## src/include/pod_pkg.sv

```systemverilog
// package: constants and carrier types for the pll output select and phase detect block
package pod_pkg;
    localparam int REF_CNT_W = 13;
    localparam int MAIN_CNT_W = 12;
    localparam int SWALLOW_W = 6;
    localparam int PRESCALE_RATIO = 64;
    localparam logic [12:0] REF_DIV_MIN = 13'h0005;
    localparam logic [12:0] REF_DIV_BYPASS = 13'h0001;
    localparam int SHIFT_STAGES = 25;
    localparam logic [1:0] OSEL_REF = 2'h3;
    localparam logic [1:0] OSEL_VCO = 2'h2;
    localparam logic [1:0] OSEL_SERIAL = 2'h1;
    localparam logic [1:0] OSEL_PORT = 2'h0;
    localparam logic [1:0] OSEL_RESET = OSEL_SERIAL;
    localparam logic [2:0] RMODE_XTAL_OFF = 3'h0;
    localparam logic [2:0] RMODE_XTAL_ON = 3'h1;
    localparam logic [2:0] RMODE_OUT_OFF = 3'h2;
    localparam logic [2:0] RMODE_DIV1 = 3'h3;
    localparam logic [2:0] RMODE_DIV2 = 3'h4;
    localparam logic [2:0] RMODE_DIV4 = 3'h5;
    localparam logic [2:0] RMODE_DIV8 = 3'h6;
    localparam logic [2:0] RMODE_DIV16 = 3'h7;
    localparam logic [2:0] RMODE_RESET = RMODE_DIV8;
    localparam logic [3:0] REF_OUTPUT_CNT_RESET = 4'h0;
    localparam int PD_RESET_NS = 10;
    localparam int CLK_PERIOD_NS = 5;
    localparam int PD_RESET_CYC = (PD_RESET_NS + CLK_PERIOD_NS - 1) / CLK_PERIOD_NS;
    localparam logic [1:0] PCT_SEL_RESET = 2'h3;

    typedef struct packed {
        logic polarity_bit;
        logic detector_select_bit;
        logic standby_bit;
        logic current_level_hi;
        logic current_level_lo;
        logic port_bit;
        logic open_drain_bit;
    } pod_cfg_t;

    typedef struct packed {
        logic       pump_up;
        logic       pump_dn;
        logic [6:0] current_pct;
    } pod_pump_t;

    typedef enum logic [2:0] {
        PD_IDLE  = 3'b001,
        PD_FLAGS = 3'b010,
        PD_CLEAR = 3'b100
    } pod_pd_state_t;
endpackage : pod_pkg

```

## src/pod_sync.sv

```systemverilog
// three-stage input synchroniser for asynchronous pins
`timescale 1ns/1ps
module pod_sync
    import pod_pkg::*;
#(
    parameter int W = 1
)(
    input  wire logic         core_clk,
    input  wire logic         rst,
    input  wire logic [W-1:0] din,
    output logic      [W-1:0] dout
);
    logic [W-1:0] s1_reg;
    logic [W-1:0] s2_reg;
    logic [W-1:0] s3_reg;

    // s1 is read only by s2; a change counts once s2 and s3 agree
    always_ff @(posedge core_clk)
    begin
        if (rst)
        begin
            s1_reg <= '0;
            s2_reg <= '0;
            s3_reg <= '0;
            dout   <= '0;
        end
        else
        begin
            s1_reg <= din;
            s2_reg <= s1_reg;
            s3_reg <= s2_reg;
            for (int i = 0; i < W; i++)
            begin
                if (s2_reg[i] == s3_reg[i])
                begin
                    dout[i] <= s3_reg[i];
                end
            end
        end
    end
endmodule : pod_sync

```

## src/pod_top.sv

```systemverilog
// pll digital outputs: output mux, open-drain out, reference divider, phase detectors
// Notes on behaviour
// - two select bits pick ref pulse, vco pulse, serial out or port bit
// - ref pulse from 13-bit counter, ratio 5..8191, rests low, pulses high
// - divide value 1 passes reference input straight to detectors
// - vco pulse from 12-bit main counter; ratio main*64 plus swallow
// - serial selection shows last shift stage, changing on serial clock fall
// - serial-out is the selection after reset
// - port selection drives the port bit level
// - open-drain output pulls low on bit 0, floats on bit 1
// - reset forces open-drain output low
// - mode 001 runs oscillator and divides; standby stops counter only
// - mode 000 stops oscillator regardless of standby
// - mode 7 gives reference output at input divided by 16
// - mode 3 gives reference output one-to-one
// - reset sets reference output ratio to eight
// - mode 2 keeps input working with reference output disabled
// - single detector tri-state; sinks when vco leads, polarity swaps
// - single detector floats when deselected or in standby
// - two bits choose single detector current; gain is current over two pi
// - double outputs rest high, pulse low per lead/lag, polarity swaps
// - double outputs held high when disabled or in standby
// - current bits give 70-100% or, with port bit high and port not selected, 25-100%
// - select bit high enables single, low enables double; resets low
// - polarity resets low; high inverts single and swaps double
`timescale 1ns/1ps
module pod_top
    import pod_pkg::*;
#(
    parameter int REF_W  = REF_CNT_W,
    parameter int MAIN_W = MAIN_CNT_W
)(
    input  wire logic              core_clk,
    input  wire logic              rst,
    input  wire logic              ref_input,
    input  wire logic              rf_input,
    input  wire logic              serial_clk,
    input  wire logic              serial_last_stage,
    input  wire pod_cfg_t          cfg,
    input  wire logic              out_sel_high_bit,
    input  wire logic              out_sel_low_bit,
    input  wire logic [2:0]        ref_mode,
    input  wire logic [REF_W-1:0]  ref_div,
    input  wire logic [MAIN_W-1:0] main_div,
    input  wire logic [SWALLOW_W-1:0] swallow_div,
    output logic                   cfg_out,
    output logic                   od_out,
    output logic                   od_oe_n,
    output logic                   ref_output,
    output logic                   osc_run,
    output logic                   single_detector_out,
    output logic                   single_detector_oe_n,
    output logic [6:0]             single_current_pct,
    output logic                   det_ref_n,
    output logic                   det_vco_n
);
    localparam int SW_W = SWALLOW_W;

    // pins from outside: ref_input, rf_input, serial clock and data
    logic [3:0] pin_s;
    pod_sync #(.W(4)) u_sync (
        .core_clk (core_clk),
        .rst      (rst),
        .din      ({ref_input, rf_input, serial_clk, serial_last_stage}),
        .dout     (pin_s)
    );
    logic ref_s, rf_s, sclk_s, sdat_s;
    assign ref_s  = pin_s[3];
    assign rf_s   = pin_s[2];
    assign sclk_s = pin_s[1];
    assign sdat_s = pin_s[0];

    logic ref_prev_reg, rf_prev_reg, sclk_prev_reg;
    always_ff @(posedge core_clk)
    begin
        if (rst)
        begin
            ref_prev_reg  <= 1'b0;
            rf_prev_reg   <= 1'b0;
            sclk_prev_reg <= 1'b0;
        end
        else
        begin
            ref_prev_reg  <= ref_s;
            rf_prev_reg   <= rf_s;
            sclk_prev_reg <= sclk_s;
        end
    end
    logic ref_rise, rf_rise, sclk_fall;
    assign ref_rise  = ref_s & ~ref_prev_reg;
    assign rf_rise   = rf_s & ~rf_prev_reg;
    assign sclk_fall = ~sclk_s & sclk_prev_reg;

    logic standby;
    assign standby = cfg.standby_bit;

    // oscillator runs in every mode except shutdown crystal
    logic osc_on;
    assign osc_on = (ref_mode != RMODE_XTAL_OFF);

    // reference counter; standby stops it but not the oscillator
    logic [REF_W-1:0] ref_cnt_reg;
    logic             ref_pulse_reg;
    always_ff @(posedge core_clk)
    begin
        if (rst)
        begin
            ref_cnt_reg   <= '0;
            ref_pulse_reg <= 1'b0;
        end
        else if (!osc_on || standby)
        begin
            ref_pulse_reg <= 1'b0;
        end
        else if (ref_div == REF_W'(REF_DIV_BYPASS))
        begin
            ref_pulse_reg <= ref_s;
        end
        else if (ref_rise)
        begin
            // ratios below the minimum are clamped to it; the counter cannot divide lower
            if (ref_cnt_reg >= ((ref_div < REF_W'(REF_DIV_MIN)) ? REF_W'(REF_DIV_MIN) : ref_div) - REF_W'(1))
            begin
                ref_cnt_reg   <= '0;
                ref_pulse_reg <= 1'b1;
            end
            else
            begin
                ref_cnt_reg   <= ref_cnt_reg + REF_W'(1);
                ref_pulse_reg <= 1'b0;
            end
        end
        else if (ref_pulse_reg && ref_div != REF_W'(REF_DIV_BYPASS))
        begin
            ref_pulse_reg <= 1'b0;
        end
    end

    // prescaler: 65 for the first swallow cycles, then 64, over main cycles
    logic [6:0]        pre_cnt_reg;
    logic [SW_W-1:0]   sw_cnt_reg;
    logic [MAIN_W-1:0] main_cnt_reg;
    logic              vco_pulse_reg;
    logic [6:0]        pre_mod;
    assign pre_mod = (sw_cnt_reg < swallow_div) ? 7'(PRESCALE_RATIO + 1) : 7'(PRESCALE_RATIO);
    always_ff @(posedge core_clk)
    begin
        if (rst)
        begin
            pre_cnt_reg   <= '0;
            sw_cnt_reg    <= '0;
            main_cnt_reg  <= '0;
            vco_pulse_reg <= 1'b0;
        end
        else if (standby)
        begin
            vco_pulse_reg <= 1'b0;
        end
        else if (rf_rise)
        begin
            vco_pulse_reg <= 1'b0;
            if (pre_cnt_reg >= pre_mod - 7'h01)
            begin
                pre_cnt_reg <= '0;
                if (sw_cnt_reg != {SW_W{1'b1}})
                begin
                    sw_cnt_reg <= sw_cnt_reg + SW_W'(1);
                end
                if (main_cnt_reg >= main_div - MAIN_W'(1))
                begin
                    main_cnt_reg  <= '0;
                    sw_cnt_reg    <= '0;
                    vco_pulse_reg <= 1'b1;
                end
                else
                begin
                    main_cnt_reg <= main_cnt_reg + MAIN_W'(1);
                end
            end
            else
            begin
                pre_cnt_reg <= pre_cnt_reg + 7'h01;
            end
        end
        else
        begin
            vco_pulse_reg <= 1'b0;
        end
    end

    // serial data out follows the last stage on each falling serial clock
    logic sdo_reg;
    always_ff @(posedge core_clk)
    begin
        if (rst)
        begin
            sdo_reg <= 1'b0;
        end
        else if (sclk_fall)
        begin
            sdo_reg <= sdat_s;
        end
    end

    // configurable output mux
    always_ff @(posedge core_clk)
    begin
        if (rst)
        begin
            cfg_out <= 1'b0;
        end
        else
        begin
            unique case ({out_sel_high_bit, out_sel_low_bit})
                OSEL_REF:    cfg_out <= ref_pulse_reg;
                OSEL_VCO:    cfg_out <= vco_pulse_reg;
                OSEL_SERIAL: cfg_out <= sdo_reg;
                OSEL_PORT:   cfg_out <= cfg.port_bit;
            endcase
        end
    end

    // open-drain output: low after reset, floats when bit is 1
    always_ff @(posedge core_clk)
    begin
        if (rst)
        begin
            od_out  <= 1'b0;
            od_oe_n <= 1'b0;
        end
        else
        begin
            od_out  <= 1'b0;
            od_oe_n <= cfg.open_drain_bit;
        end
    end

    // reference output divider, ratio eight from reset
    logic [3:0] ref_output_cnt_reg;
    always_ff @(posedge core_clk)
    begin
        if (rst)
        begin
            ref_output_cnt_reg <= REF_OUTPUT_CNT_RESET;
            ref_output     <= 1'b0;
            osc_run        <= 1'b0;
        end
        else
        begin
            osc_run <= osc_on;
            if (ref_rise)
            begin
                ref_output_cnt_reg <= ref_output_cnt_reg + 4'h1;
            end
            unique case (ref_mode)
                RMODE_DIV16: ref_output <= ref_output_cnt_reg[3];
                RMODE_DIV8:  ref_output <= ref_output_cnt_reg[2];
                RMODE_DIV4:  ref_output <= ref_output_cnt_reg[1];
                RMODE_DIV2:  ref_output <= ref_output_cnt_reg[0];
                RMODE_DIV1:  ref_output <= ref_s;
                default:     ref_output <= 1'b0;
            endcase
        end
    end

    // phase/frequency detector: two flags, joint clear after a short delay
    pod_pd_state_t pd_state_reg;
    logic          up_flag_reg, dn_flag_reg;
    logic [3:0]    clr_cnt_reg;
    logic          ref_pulse_prev_reg, vco_pulse_prev_reg;
    logic          fr_rise, fv_rise;
    assign fr_rise = ref_pulse_reg & ~ref_pulse_prev_reg;
    assign fv_rise = vco_pulse_reg & ~vco_pulse_prev_reg;
    always_ff @(posedge core_clk)
    begin
        if (rst)
        begin
            pd_state_reg       <= PD_IDLE;
            up_flag_reg        <= 1'b0;
            dn_flag_reg        <= 1'b0;
            clr_cnt_reg        <= '0;
            ref_pulse_prev_reg <= 1'b0;
            vco_pulse_prev_reg <= 1'b0;
        end
        else
        begin
            ref_pulse_prev_reg <= ref_pulse_reg;
            vco_pulse_prev_reg <= vco_pulse_reg;
            unique case (pd_state_reg)
                PD_IDLE, PD_FLAGS:
                begin
                    if (fr_rise)
                    begin
                        up_flag_reg <= 1'b1;
                    end
                    if (fv_rise)
                    begin
                        dn_flag_reg <= 1'b1;
                    end
                    if ((up_flag_reg | fr_rise) & (dn_flag_reg | fv_rise))
                    begin
                        pd_state_reg <= PD_CLEAR;
                        clr_cnt_reg  <= 4'(PD_RESET_CYC);
                    end
                    else if (fr_rise | fv_rise)
                    begin
                        pd_state_reg <= PD_FLAGS;
                    end
                end
                PD_CLEAR:
                begin
                    if (clr_cnt_reg <= 4'h1)
                    begin
                        up_flag_reg  <= 1'b0;
                        dn_flag_reg  <= 1'b0;
                        pd_state_reg <= PD_IDLE;
                    end
                    else
                    begin
                        clr_cnt_reg <= clr_cnt_reg - 4'h1;
                    end
                end
            endcase
        end
    end

    // detector outputs; ref-side lead means up, vco-side lead means down
    logic sink_req, src_req;
    assign sink_req = cfg.polarity_bit ? up_flag_reg : dn_flag_reg;
    assign src_req  = cfg.polarity_bit ? dn_flag_reg : up_flag_reg;
    always_ff @(posedge core_clk)
    begin
        if (rst)
        begin
            single_detector_out  <= 1'b0;
            single_detector_oe_n <= 1'b1;
            det_ref_n            <= 1'b1;
            det_vco_n            <= 1'b1;
        end
        else
        begin
            // both flags set means matched: the pump floats rather than fight itself
            single_detector_out  <= src_req;
            single_detector_oe_n <= ~cfg.detector_select_bit | standby | (sink_req == src_req);
            if (!cfg.detector_select_bit && !standby)
            begin
                det_vco_n <= ~(cfg.polarity_bit ? up_flag_reg : dn_flag_reg);
                det_ref_n <= ~(cfg.polarity_bit ? dn_flag_reg : up_flag_reg);
            end
            else
            begin
                det_vco_n <= 1'b1;
                det_ref_n <= 1'b1;
            end
        end
    end

    // current level percentage; gain = current / (2*pi) outside
    always_ff @(posedge core_clk)
    begin
        if (rst)
        begin
            single_current_pct <= 7'h46;
        end
        else if (cfg.port_bit && ({out_sel_high_bit, out_sel_low_bit} != OSEL_PORT))
        begin
            single_current_pct <= 7'(25 * ({cfg.current_level_hi, cfg.current_level_lo} + 3'h1));
        end
        else
        begin
            single_current_pct <= 7'(70 + 10 * {cfg.current_level_hi, cfg.current_level_lo});
        end
    end

    pd_clear_a: assert property (@(posedge core_clk) disable iff (rst)
        (pd_state_reg == PD_CLEAR) |-> ##[1:4] !up_flag_reg && !dn_flag_reg)
        else $error("detector flags not cleared");
    od_drive_a: assert property (@(posedge core_clk) disable iff (rst)
        !cfg.open_drain_bit ##1 !cfg.open_drain_bit |-> !od_oe_n && !od_out)
        else $error("open drain not pulling low");
    single_off_a: assert property (@(posedge core_clk) disable iff (rst)
        $past(standby) || $past(!cfg.detector_select_bit) |-> single_detector_oe_n)
        else $error("single detector driven while off");
    double_rest_a: assert property (@(posedge core_clk) disable iff (rst)
        $past(standby) || $past(cfg.detector_select_bit) |-> det_ref_n && det_vco_n)
        else $error("double outputs not at rest");
    port_sel_a: assert property (@(posedge core_clk) disable iff (rst)
        {out_sel_high_bit, out_sel_low_bit} == OSEL_PORT |=> cfg_out == $past(cfg.port_bit))
        else $error("port level wrong");
    ref_off_a: assert property (@(posedge core_clk) disable iff (rst)
        ref_mode == RMODE_OUT_OFF |=> !ref_output)
        else $error("reference output not disabled");
    osc_stop_a: assert property (@(posedge core_clk) disable iff (rst)
        ref_mode == RMODE_XTAL_OFF |=> !osc_run && !ref_pulse_reg)
        else $error("oscillator not stopped");
    standby_ctl_ref_a: assert property (@(posedge core_clk) disable iff (rst)
        standby && ref_mode == RMODE_XTAL_ON |=> osc_run && !ref_pulse_reg)
        else $error("standby handling wrong");
endmodule : pod_top

```

## config.mk

```make
export PLATFORM = sky130hd
export DESIGN_NAME = pod_top
export DESIGN_NICKNAME = d
export VERILOG_FILES = /design/src/include/pod_pkg.sv /design/src/pod_sync.sv /design/src/pod_top.sv
export SDC_FILE = /design/constraint.sdc
export NUM_CORES = 1
export LEC_CHECK = 0
export ABC_AREA = 1
export ABC_CLOCK_PERIOD_IN_PS = 3200
export BUFFER_PORTS_ARGS = -buffer_cell sky130_fd_sc_hd__buf_2
export CAP_MARGIN = 20
export CORE_MARGIN = 4
export CORE_UTILIZATION = 55
export CTS_BUF_LIST = sky130_fd_sc_hd__clkbuf_8
export CTS_CLUSTER_SIZE = 12
export DETAILED_ROUTE_END_ITERATION = 6
export HOLD_SLACK_MARGIN = 0.02
export PLACE_DENSITY = 0.82
export SYNTH_ARGS = -nofsm -noshare
export SYNTH_HDL_FRONTEND = slang
export SYNTH_SLANG_ARGS = --single-unit
```

## constraint.sdc

```tcl
create_clock -name core_clk -period 3.2 [get_ports core_clk]
set_clock_uncertainty 0.2 [all_clocks]
set_input_delay 0.64 -clock core_clk [delete_from_list [all_inputs] [get_ports core_clk]]
set_output_delay 0.64 -clock core_clk [all_outputs]
set_load 0.005 [all_outputs]
```

Word-level counts from Yosys, hierarchy flattened
Index checks and enable logic that the tools add are counted.
Widths: inputs -> output; s select.
{ "op_classes": {"mul": 2, "n_eq_ne": 25, "muxes": 29, "bitwise": 25, "order_cmp": 6, "n_reduce_logical": 24, "add_sub_neg": 11} }
{ "ops": {"columns": ["cell", "n"], "rows": [
  ["$mux 13", 2],
  ["$eq 3x3->1 const B", 5],
  ["$mux 7", 2],
  ["$not 1->1", 14],
  ["$add 13x1->13 const B", 1],
  ["$eq 13x1->1 const B", 1],
  ["$ge 13x13->1", 1],
  ["$lt 13x3->1 const B", 1],
  ["$ne 13x1->1 const B", 1],
  ["$sub 13x1->13 const B", 1],
  ["$add 12x1->12 const B", 1],
  ["$ge 12x12->1", 1],
  ["$mux 12", 1],
  ["$mux 6", 2],
  ["$sub 12x1->12 const B", 1],
  ["$mux 1", 11],
  ["$ne 2x2->1 const B", 5],
  ["$reduce_and 2->1", 5],
  ["$mux 3", 3],
  ["$mux 4", 2],
  ["$pmux 4 s2", 1],
  ["$add 7x1->7 const B", 1],
  ["$add 7x6->7 const A", 1],
  ["$ge 7x7->1", 1],
  ["32 further kinds", 57]
]} }
{ "totals": {"in_bits": 49, "register_bits": 90, "output_inout_bits": 16, "wordCells": 155} }

Logic depth before layout (Yosys ltp)
Gate-level depths: netlist of run 1.
{ "logic_depth": {"ltp_word": 7, "ltp_mapped": 24, "ltp_nobuf": 24} }

Modules after synthesis
Synthesis of run 1 repeated with hierarchy kept, for this count alone.
{ "unflattened": {"hier_cells": 770, "area_unflattened_um2": 5376.4} }
{ "modules_own_cells": {"columns": ["module", "area_each_um2", "n_inst", "cells_per_inst", "seq_area_each_um2"], "rows": [
  ["pod_top", 4895.9, 1, 716, 1481.4],
  ["pod_sync", 480.5, 1, 54, 320.3]
]} }

Worst setup path after synthesis of run 1
Ideal clock, no wire load.
{ "synth_path": {"kind": "input-to-reg", "startpoint": "in ref_div[3]", "endpoint": "reg ref_cnt_reg[11]", "arrival_ps": 2989, "required_ps": 2885, "stages": 21, "setup_slack_ps": -104, "path_buffers": 0, "setup_time_ps": 115, "cell_sequence": "inv_1 > nand2_1 > nor3_4 > nand2_1 > o21ai_0 > ha_1 > inv_1 > nor2_1 > nand2_1 > nand2_1 > nand2_1 > ha_1 > nand2_1 > inv_1 > nand3_1 > nor3_1 > nand2_1 > nand2_1 > nand2_4 > nand2_4 > nor2_1"} }
{ "synth_via": {"elab_chain_len": 5, "word_cells_on_any_way": 8, "cone_classes": "1 x add/sub; 2 x order compare; 1 x eq/ne; 2 x mux; 1 x bitwise; 1 x reduce/logical"} }
{ "synth_rtl": {"columns": ["item", "line_no", "source"], "rows": [
  ["start: declaration", "pod_top.sv:43", "input wire logic [REF_W-1:0] ref_div,"],
  ["$lt 13x3->1", "pod_top.sv:122", "if (ref_cnt_reg >= ((ref_div < REF_W'(REF_DIV_MIN)) ? REF_W'(REF_DIV_MIN) : ref_div) - REF_W'(1))"],
  ["$mux 13", "pod_top.sv:122", null],
  ["$sub 13x1->13", "pod_top.sv:122", null],
  ["$ge 13x13->1", "pod_top.sv:122", null],
  ["$mux 13", "pod_top.sv:122", null],
  ["end signal: assignment", "pod_top.sv:129", "ref_cnt_reg <= ref_cnt_reg + REF_W'(1);"],
  ["end: declaration", "pod_top.sv:102", "logic [REF_W-1:0] ref_cnt_reg;"]
]} }
Parallel ways exist; a longest one is shown, timed or not.
A chain may end at the register's enable or synchronous reset.

Worst setup path in the final report of run 1
{ "layout_path": {"startpoint": "in ref_div[7]", "endpoint": "reg ref_cnt_reg[3]"} }
Same word-level chain as after synthesis.

==> metrics.cfg, run 1 <==
[route]
wirelength_mm = 12.18
viasPerCell = 5.155
drtIter0Drc = 343
via_count = 5243
dr.pass1.iters = 5
ant_nets = 0
wl_per_cell_um = 11.97
drc = 0

[clock_tree]
clock_path_buffers = 2
hold_buffers = 0
cts_made_buffers = 9
clk_latency_ns = 0.36
cts_sinks = 90
cts_htree_levels = 3
cts_tree = yes
cts-root-buf = clkbuf_8
clk_pin_slew_ns = 0.10

[cells_and_area]
fillers = 859
drive_gt1_frac = 0.1678
largest_reg_flops = 13
syn_to_final_growth_pct = 18.56
n_antenna_cell = 0
nets = 981
stdcell_count = 1017

[floorplan]
rows = 35
initial_core_util = 0.5741
die_w_um = 106.9
dieArea_mm2 = 0.01143
core_mm2 = 0.009371
io-pin-count = 65
die_h_um = 106.9

[timing]
setup_violations = 0
tightest_slew_ns = 0.6165
slew_headroom = 0.5858
finalCritPeriodShare = 0.9232
layout_setup_ws_ns = 0.2456
hold_viol = 0
period_needed_ns = 2.954
maxSlewViolCount = 0
fmaxAchievable_ghz = 0.3385

[hold_path]
holdCritPathClass = reg2reg
hold_end = u_sync.s2_reg[1]$_SDFF_PP0_
worstHoldPathCells = 2
min_from = u_sync.s1_reg[1]$_SDFF_PP0_

[logic_synthesis]
ys_warn_count = 0
async_flop_share = 0
yosysTopAreaCell = dfxtp_1
synth_area_leaders = dfxtp_1, nand2_1, ha_1
synth_top_area_frac = 0.3349
synth_seq_cells = 90
synth_edf_count = 0
synth.distinct_cells = 43
syn-cell-area_mm2 = 0.005380
synth_area_per_cell_um2 = 6.915
synth_fp_nets = 876
synth_cells = 778
seq_area_frac_synth = 0.3349
synth_top_flop_cell = dfxtp_1

[setup_path]
r2r_slack_ns = 0.31
critPathMaxStageDelay_ns = 0.29
reg2reg_from = sw_cnt_reg[3]$_SDFFE_PP0P_
slowest_stage = ha_1
cp_max_fo = 10
r2r-end = main_cnt_reg[9]$_SDFFE_PP0P_
cp_common_cell = nand2_1
worst_setup_path_end_kind = flop
crit_chain = buf_2 > nor2_4 > nand2_2 > nor3_4 > nand2_2 > o21ai_2 > ha_2 > inv_1 > buf_4 > xor2_1 > ha_1 > nand2_1 > o21ai_0 > nand2_1 > nand2_1 > nand2_1 > nand2_2 > nand2_4 > nand2_4 > nor2_1
reg2reg_depth = 16
critPathBufInv = 3
critical-path-top-delay-family = simple AND/OR/NAND/NOR gates
required_ns = 3.26
critPathKind = in2reg
critPathArrivalTime_ns = 3.01
worstSetupStartpointType = primary input

[status]
status = finished, final reports clean

[placed_design]
preCtsSetupSlack_ns = -0.1846
gp_congestion = 0.8319
place_inst = 1000
dp_hpwl_mm = 9.528
io_buffers = 63

[power_and_ir_drop]
leakagePower_nw = 3.115
pwr_density_cell_mw_per_mm2 = 397.9
irDropWorstVdd_uv = 404.9

[grt]
grt_pass1_vias = 4994
grt_pass1_wl_mm = 20.84
grt_overflow = 0
antenna_found_initial = 0
grt_start_max_net_pins = 43
track_usage = 0.2190

[flow_run]
maxCapViolCount = 0

## Yosys cell counts, types with 2 or more instances
cell type,n
a21o_1,4
clkbuf_1,5
nor2_4,3
inv_2,2
buf_1,2
o211ai_1,3
nand2_1,170
nor4_1,2
xor2_1,18
or2_2,3
nor3b_1,4
dfxtp_1,90
nand4_1,20
a21oi_1,50
inv_1,120
a22oi_1,2
nor3_1,17
o21ai_1,2
ha_1,49
nand2_2,3
nor2_1,113
nand3_1,39
nor3_2,2
nand2_4,2
o21ai_0,26
xnor2_1,10
## worst register-to-register path, cell delays in order, from the launching register on
cell and delay, ns:
dfxtp_1 0.43, ha_1 0.28, a21o_1 0.17, a221oi_2 0.30, buf_4 0.20, ha_1 0.24, nand2_1 0.08, inv_1 0.04
a21oi_1 0.19, nand2_1 0.13, nand2_2 0.10, buf_4 0.13, nor2_1 0.05, nand2_1 0.09, nand2_1 0.06, nand2_1 0.06
nor2_1 0.03
## through the flow
step | hold WS, ns | TNS [ns] | total power, mW | util | cell area [um^2]
CTS | 0.2135 | 0 | 2.549 | 0.6774 | 6349
floorplan | 0.1883 | 0 | 1.541 | - | 5396
global route | 0.2261 | -0.009887 | 2.672 | 0.6806 | 6379
detailed placement | 0.1966 | -3.696 | 1.696 | 0.6534 | 6123
finish | 0.2126 | 0 | 2.538 | 0.6806 | 6379
global placement | 0.1925 | -1.094 | 1.670 | 0.6534 | 6123
## what timing repair did
action,in CTS,in global routing
setup buffers,0,1
setup endpoints to repair,0,21
resized for setup,0,8
endpoints found under the hold margin,0,0
## cell type report
type / instances / area (um^2) / share of cell area
flip-flops and latches: 90 / 1802 / 0.2825
well taps: 129 / 161.4 / 0.02530
multi-input cells: 556 / 3109 / 0.4874
repair buffers: 104 / 623.1 / 0.09769
inverters: 122 / 457.9 / 0.07179
clock inverters: 7 / 101.3 / 0.01589
clock buffers: 9 / 123.9 / 0.01942
## how the worst max path moves through the flow
stage | from | to | slack (ns) | cells past startpoint
detailed placement | ref_div[10] | ref_cnt_reg[3]$_SDFFE_PP0P_ | -0.18 | 22
finish | ref_div[7] | ref_cnt_reg[3]$_SDFFE_PP0P_ | 0.25 | 20
global placement | ref_div[10] | ref_cnt_reg[12]$_SDFFE_PP0P_ | -0.09 | 22
floorplan | ref_div[3] | ref_cnt_reg[11]$_SDFFE_PP0P_ | 0.03 | 21
CTS | main_div[1] | sw_cnt_reg[5]$_SDFFE_PP0P_ | 0.19 | 19
global route | ref_div[7] | ref_cnt_reg[10]$_SDFFE_PP0P_ | -0.005 | 20
## where the power goes
group	total (mW)	internal, mW	switching [mW]
registers	1.23	1.19	0.0396
clock network	0.859	0.448	0.412
logic	0.453	0.183	0.270
total	2.54	1.82	0.722
## placed cells by master, fill, tap and decap left out, types with 5 or more instances in the layout
cell and n:
clkbuf_8 9, inv_1 120, o21ai_0 25, dfxtp_1 90, nand3_1 39, xor2_1 18
xnor2_1 10, buf_2 63, ha_1 48, a21oi_1 49, nand2_1 168, nand2_2 5
buf_4 41, nand4_1 20, nor3_1 16, nor2_1 110
## logic make-up (layout without fill, tap and decap cells)
logic type	Yosys count	count (layout)	share of synthesized area
adders and majority gates	49	49	0.1140
and+or+nand+nor	382	382	0.3119
other	1	1	0.0006970
muxes	1	1	0.001861
DFF	90	90	0.3349
AOI/OAI and AO/OA	95	95	0.09675
buffers and inverters	132	242	0.09442
xor gates and xnor gates	28	28	0.04558
## layer usage
metal	up-vias	GRT usage	wire (um)
li1	2696	-	-
met1	2385	0.2617	5309
met2	135	0.3970	5973
met3	27	0.03552	628
met4	0	0.07397	265
met5	-	0	0
Note: power is estimated with default switching activity, not from simulation.
==> inputs of run 2 (changes only) <==
CORE_ASPECT_RATIO = 1.2   (was default)
SKIP_CTS_REPAIR_TIMING = 1   (was default)
==> metrics.cfg, run 2 (same netlist as run 1, synthesis figures left out) <==
[status]
status = finished, final reports clean

[cells_and_area]
fin_area_mm2 = 0.006337
final_cell_mix = nand2_1, inv_1, nor2_1
layout_commonest_cell = nand2_1
largest_reg_flops = 13
syn_to_final_growth_pct = 17.79
n_antenna_cell = 0
nets = 983
drive_gt1_frac = 0.1674
stdcell_count = 1013
fin_util = 0.6660

[route]
wirelength_mm = 11.17
wl_per_cell_um = 11.03
via_count = 5099
drc = 0
drtIter0Drc = 211
ant_nets = 0
viasPerCell = 5.034
dr.pass1.iters = 5

[placed_design]
gp_congestion = 0.8439
place_inst = 997
dp_hpwl_mm = 8.813
postPlaceCellArea_mm2 = 0.006138
io_buffers = 63

[timing]
hold_viol = 0
finalCritPeriodShare = 0.9131
slew_headroom = 0.5946
tns_ns = 0
setup_violations = 0
period_needed_ns = 2.922
tightest_slew_ns = 0.6035
maxSlewViolCount = 0
fmaxAchievable_ghz = 0.3422

[floorplan]
core_mm2 = 0.009515
die_w_um = 98.29
rows = 39
io-pin-count = 65
dieArea_mm2 = 0.01144
initial_core_util = 0.5654
die_h_um = 116.3

[grt]
grt_pass1_vias = 4955
grt_overflow = 0
grt_pass1_wl_mm = 19.64
track_usage = 0.2014
antenna_found_initial = 0
grt_start_max_net_pins = 26

[setup_path]
critPathArrivalTime_ns = 3.02
cp_max_fo = 6
required_ns = 3.30
worstSetupStartpointType = primary input
critPathKind = in2reg
worst_setup_path_end_kind = flop

[clock_tree]
clk_pin_slew_ns = 0.09
clock_path_buffers = 2
cts_sinks = 90
cts-root-buf = clkbuf_8
cts_made_buffers = 9
cts_tree = yes
clk_latency_ns = 0.36
cts_htree_levels = 3

[flow_run]
maxCapViolCount = 0

[power_and_ir_drop]
irDropWorstVdd_uv = 293.5
pwr_density_cell_mw_per_mm2 = 376.3
seq_power_share = 0.513
leakagePower_nw = 3.096
clockPowerShare = 0.302
switching_share = 0.3030
cell_internal_pwr_mw = 1.662
p_switching_mw = 0.7227
pwr-share-comb = 0.185

[hold_path]
holdCritPathClass = reg2reg

==> run 2: cell types whose count changed in the layout (fill, tap and decap cells not counted), sizes merged <==
| cell | previous run | this run |
|---|---|---|
| buf | 104 | 106 |
| bufinv | 2 | 0 |
| clkinvlp | 1 | 3 |
| clkinv | 2 | 1 |
| inv | 124 | 125 |
==> run 2: final timing paths <==
path / slack [ns] / from / end / cells after the start
setup reg to reg: 0.28 / sw_cnt_reg[3]$_SDFFE_PP0P_ / main_cnt_reg[4]$_SDFFE_PP0P_ / 16
hold / removal: 0.21 / u_sync.s1_reg[1]$_SDFF_PP0_ / u_sync.s2_reg[1]$_SDFF_PP0_ / 2
hold reg to reg: 0.21 / u_sync.s1_reg[1]$_SDFF_PP0_ / u_sync.s2_reg[1]$_SDFF_PP0_ / 2
setup / recovery: 0.28 / swallow_div[1] / main_cnt_reg[4]$_SDFFE_PP0P_ / 19
==> run 2: per-layer routing <==
layer  vias to the layer above  track usage  part of all wire
met3                        20      0.03465             0.032
met1                      2309       0.2217              0.43
met2                        65       0.3870              0.52
met5                         -            0                 0
li1                       2705            -                 -
met4                         0      0.07377             0.017
==> run 2: per-stage QoR <==
| step | total power, mW | hold WS (ns) | worst slack, ns |
|---|---|---|---|
| finish | 2.385 | 0.2060 | 0.2780 |
| floorplan | 1.541 | 0.1883 | 0.02925 |
| detailed placement | 1.692 | 0.1974 | -0.1741 |
| CTS | 2.403 | 0.2103 | 0.2062 |
| global placement | 1.678 | 0.1970 | -0.09706 |
| global route | 2.522 | 0.2447 | -0.02102 |
==> run 2: critical path: stages <==
cell,delay [ns]
buf_2,0.12
inv_1,0.05
ha_1,0.28
o21ai_0,0.07
nand2_1,0.08
a221oi_2,0.29
inv_1,0.11
ha_1,0.31
nand2_1,0.07
nor2_1,0.11
nand2_1,0.08
nand2_1,0.12
nand2_2,0.09
buf_4,0.16
nor2_1,0.18
nand2_1,0.08
nand2_1,0.07
nand2_1,0.05
nor2_1,0.07
==> run 2: power by group through the flow <==
stage	sequential (mW)	clock (mW)	combinational, mW
finish	1.22	0.719	0.441
global route	1.24	0.775	0.512
CTS	1.22	0.734	0.444
detailed placement	1.25	0	0.441
global placement	1.25	0	0.428
floorplan	1.25	0	0.295
==> run 2: area by class of cell <==
type,instances,area [um^2]
fillers,874,3178
multi-input cells,556,3102
flip-flops and latches,90,1802
repair buffers,106,638.1
inverters,122,457.9
well taps,123,153.9
clock buffers,9,123.9
clock inverters,7,60.06
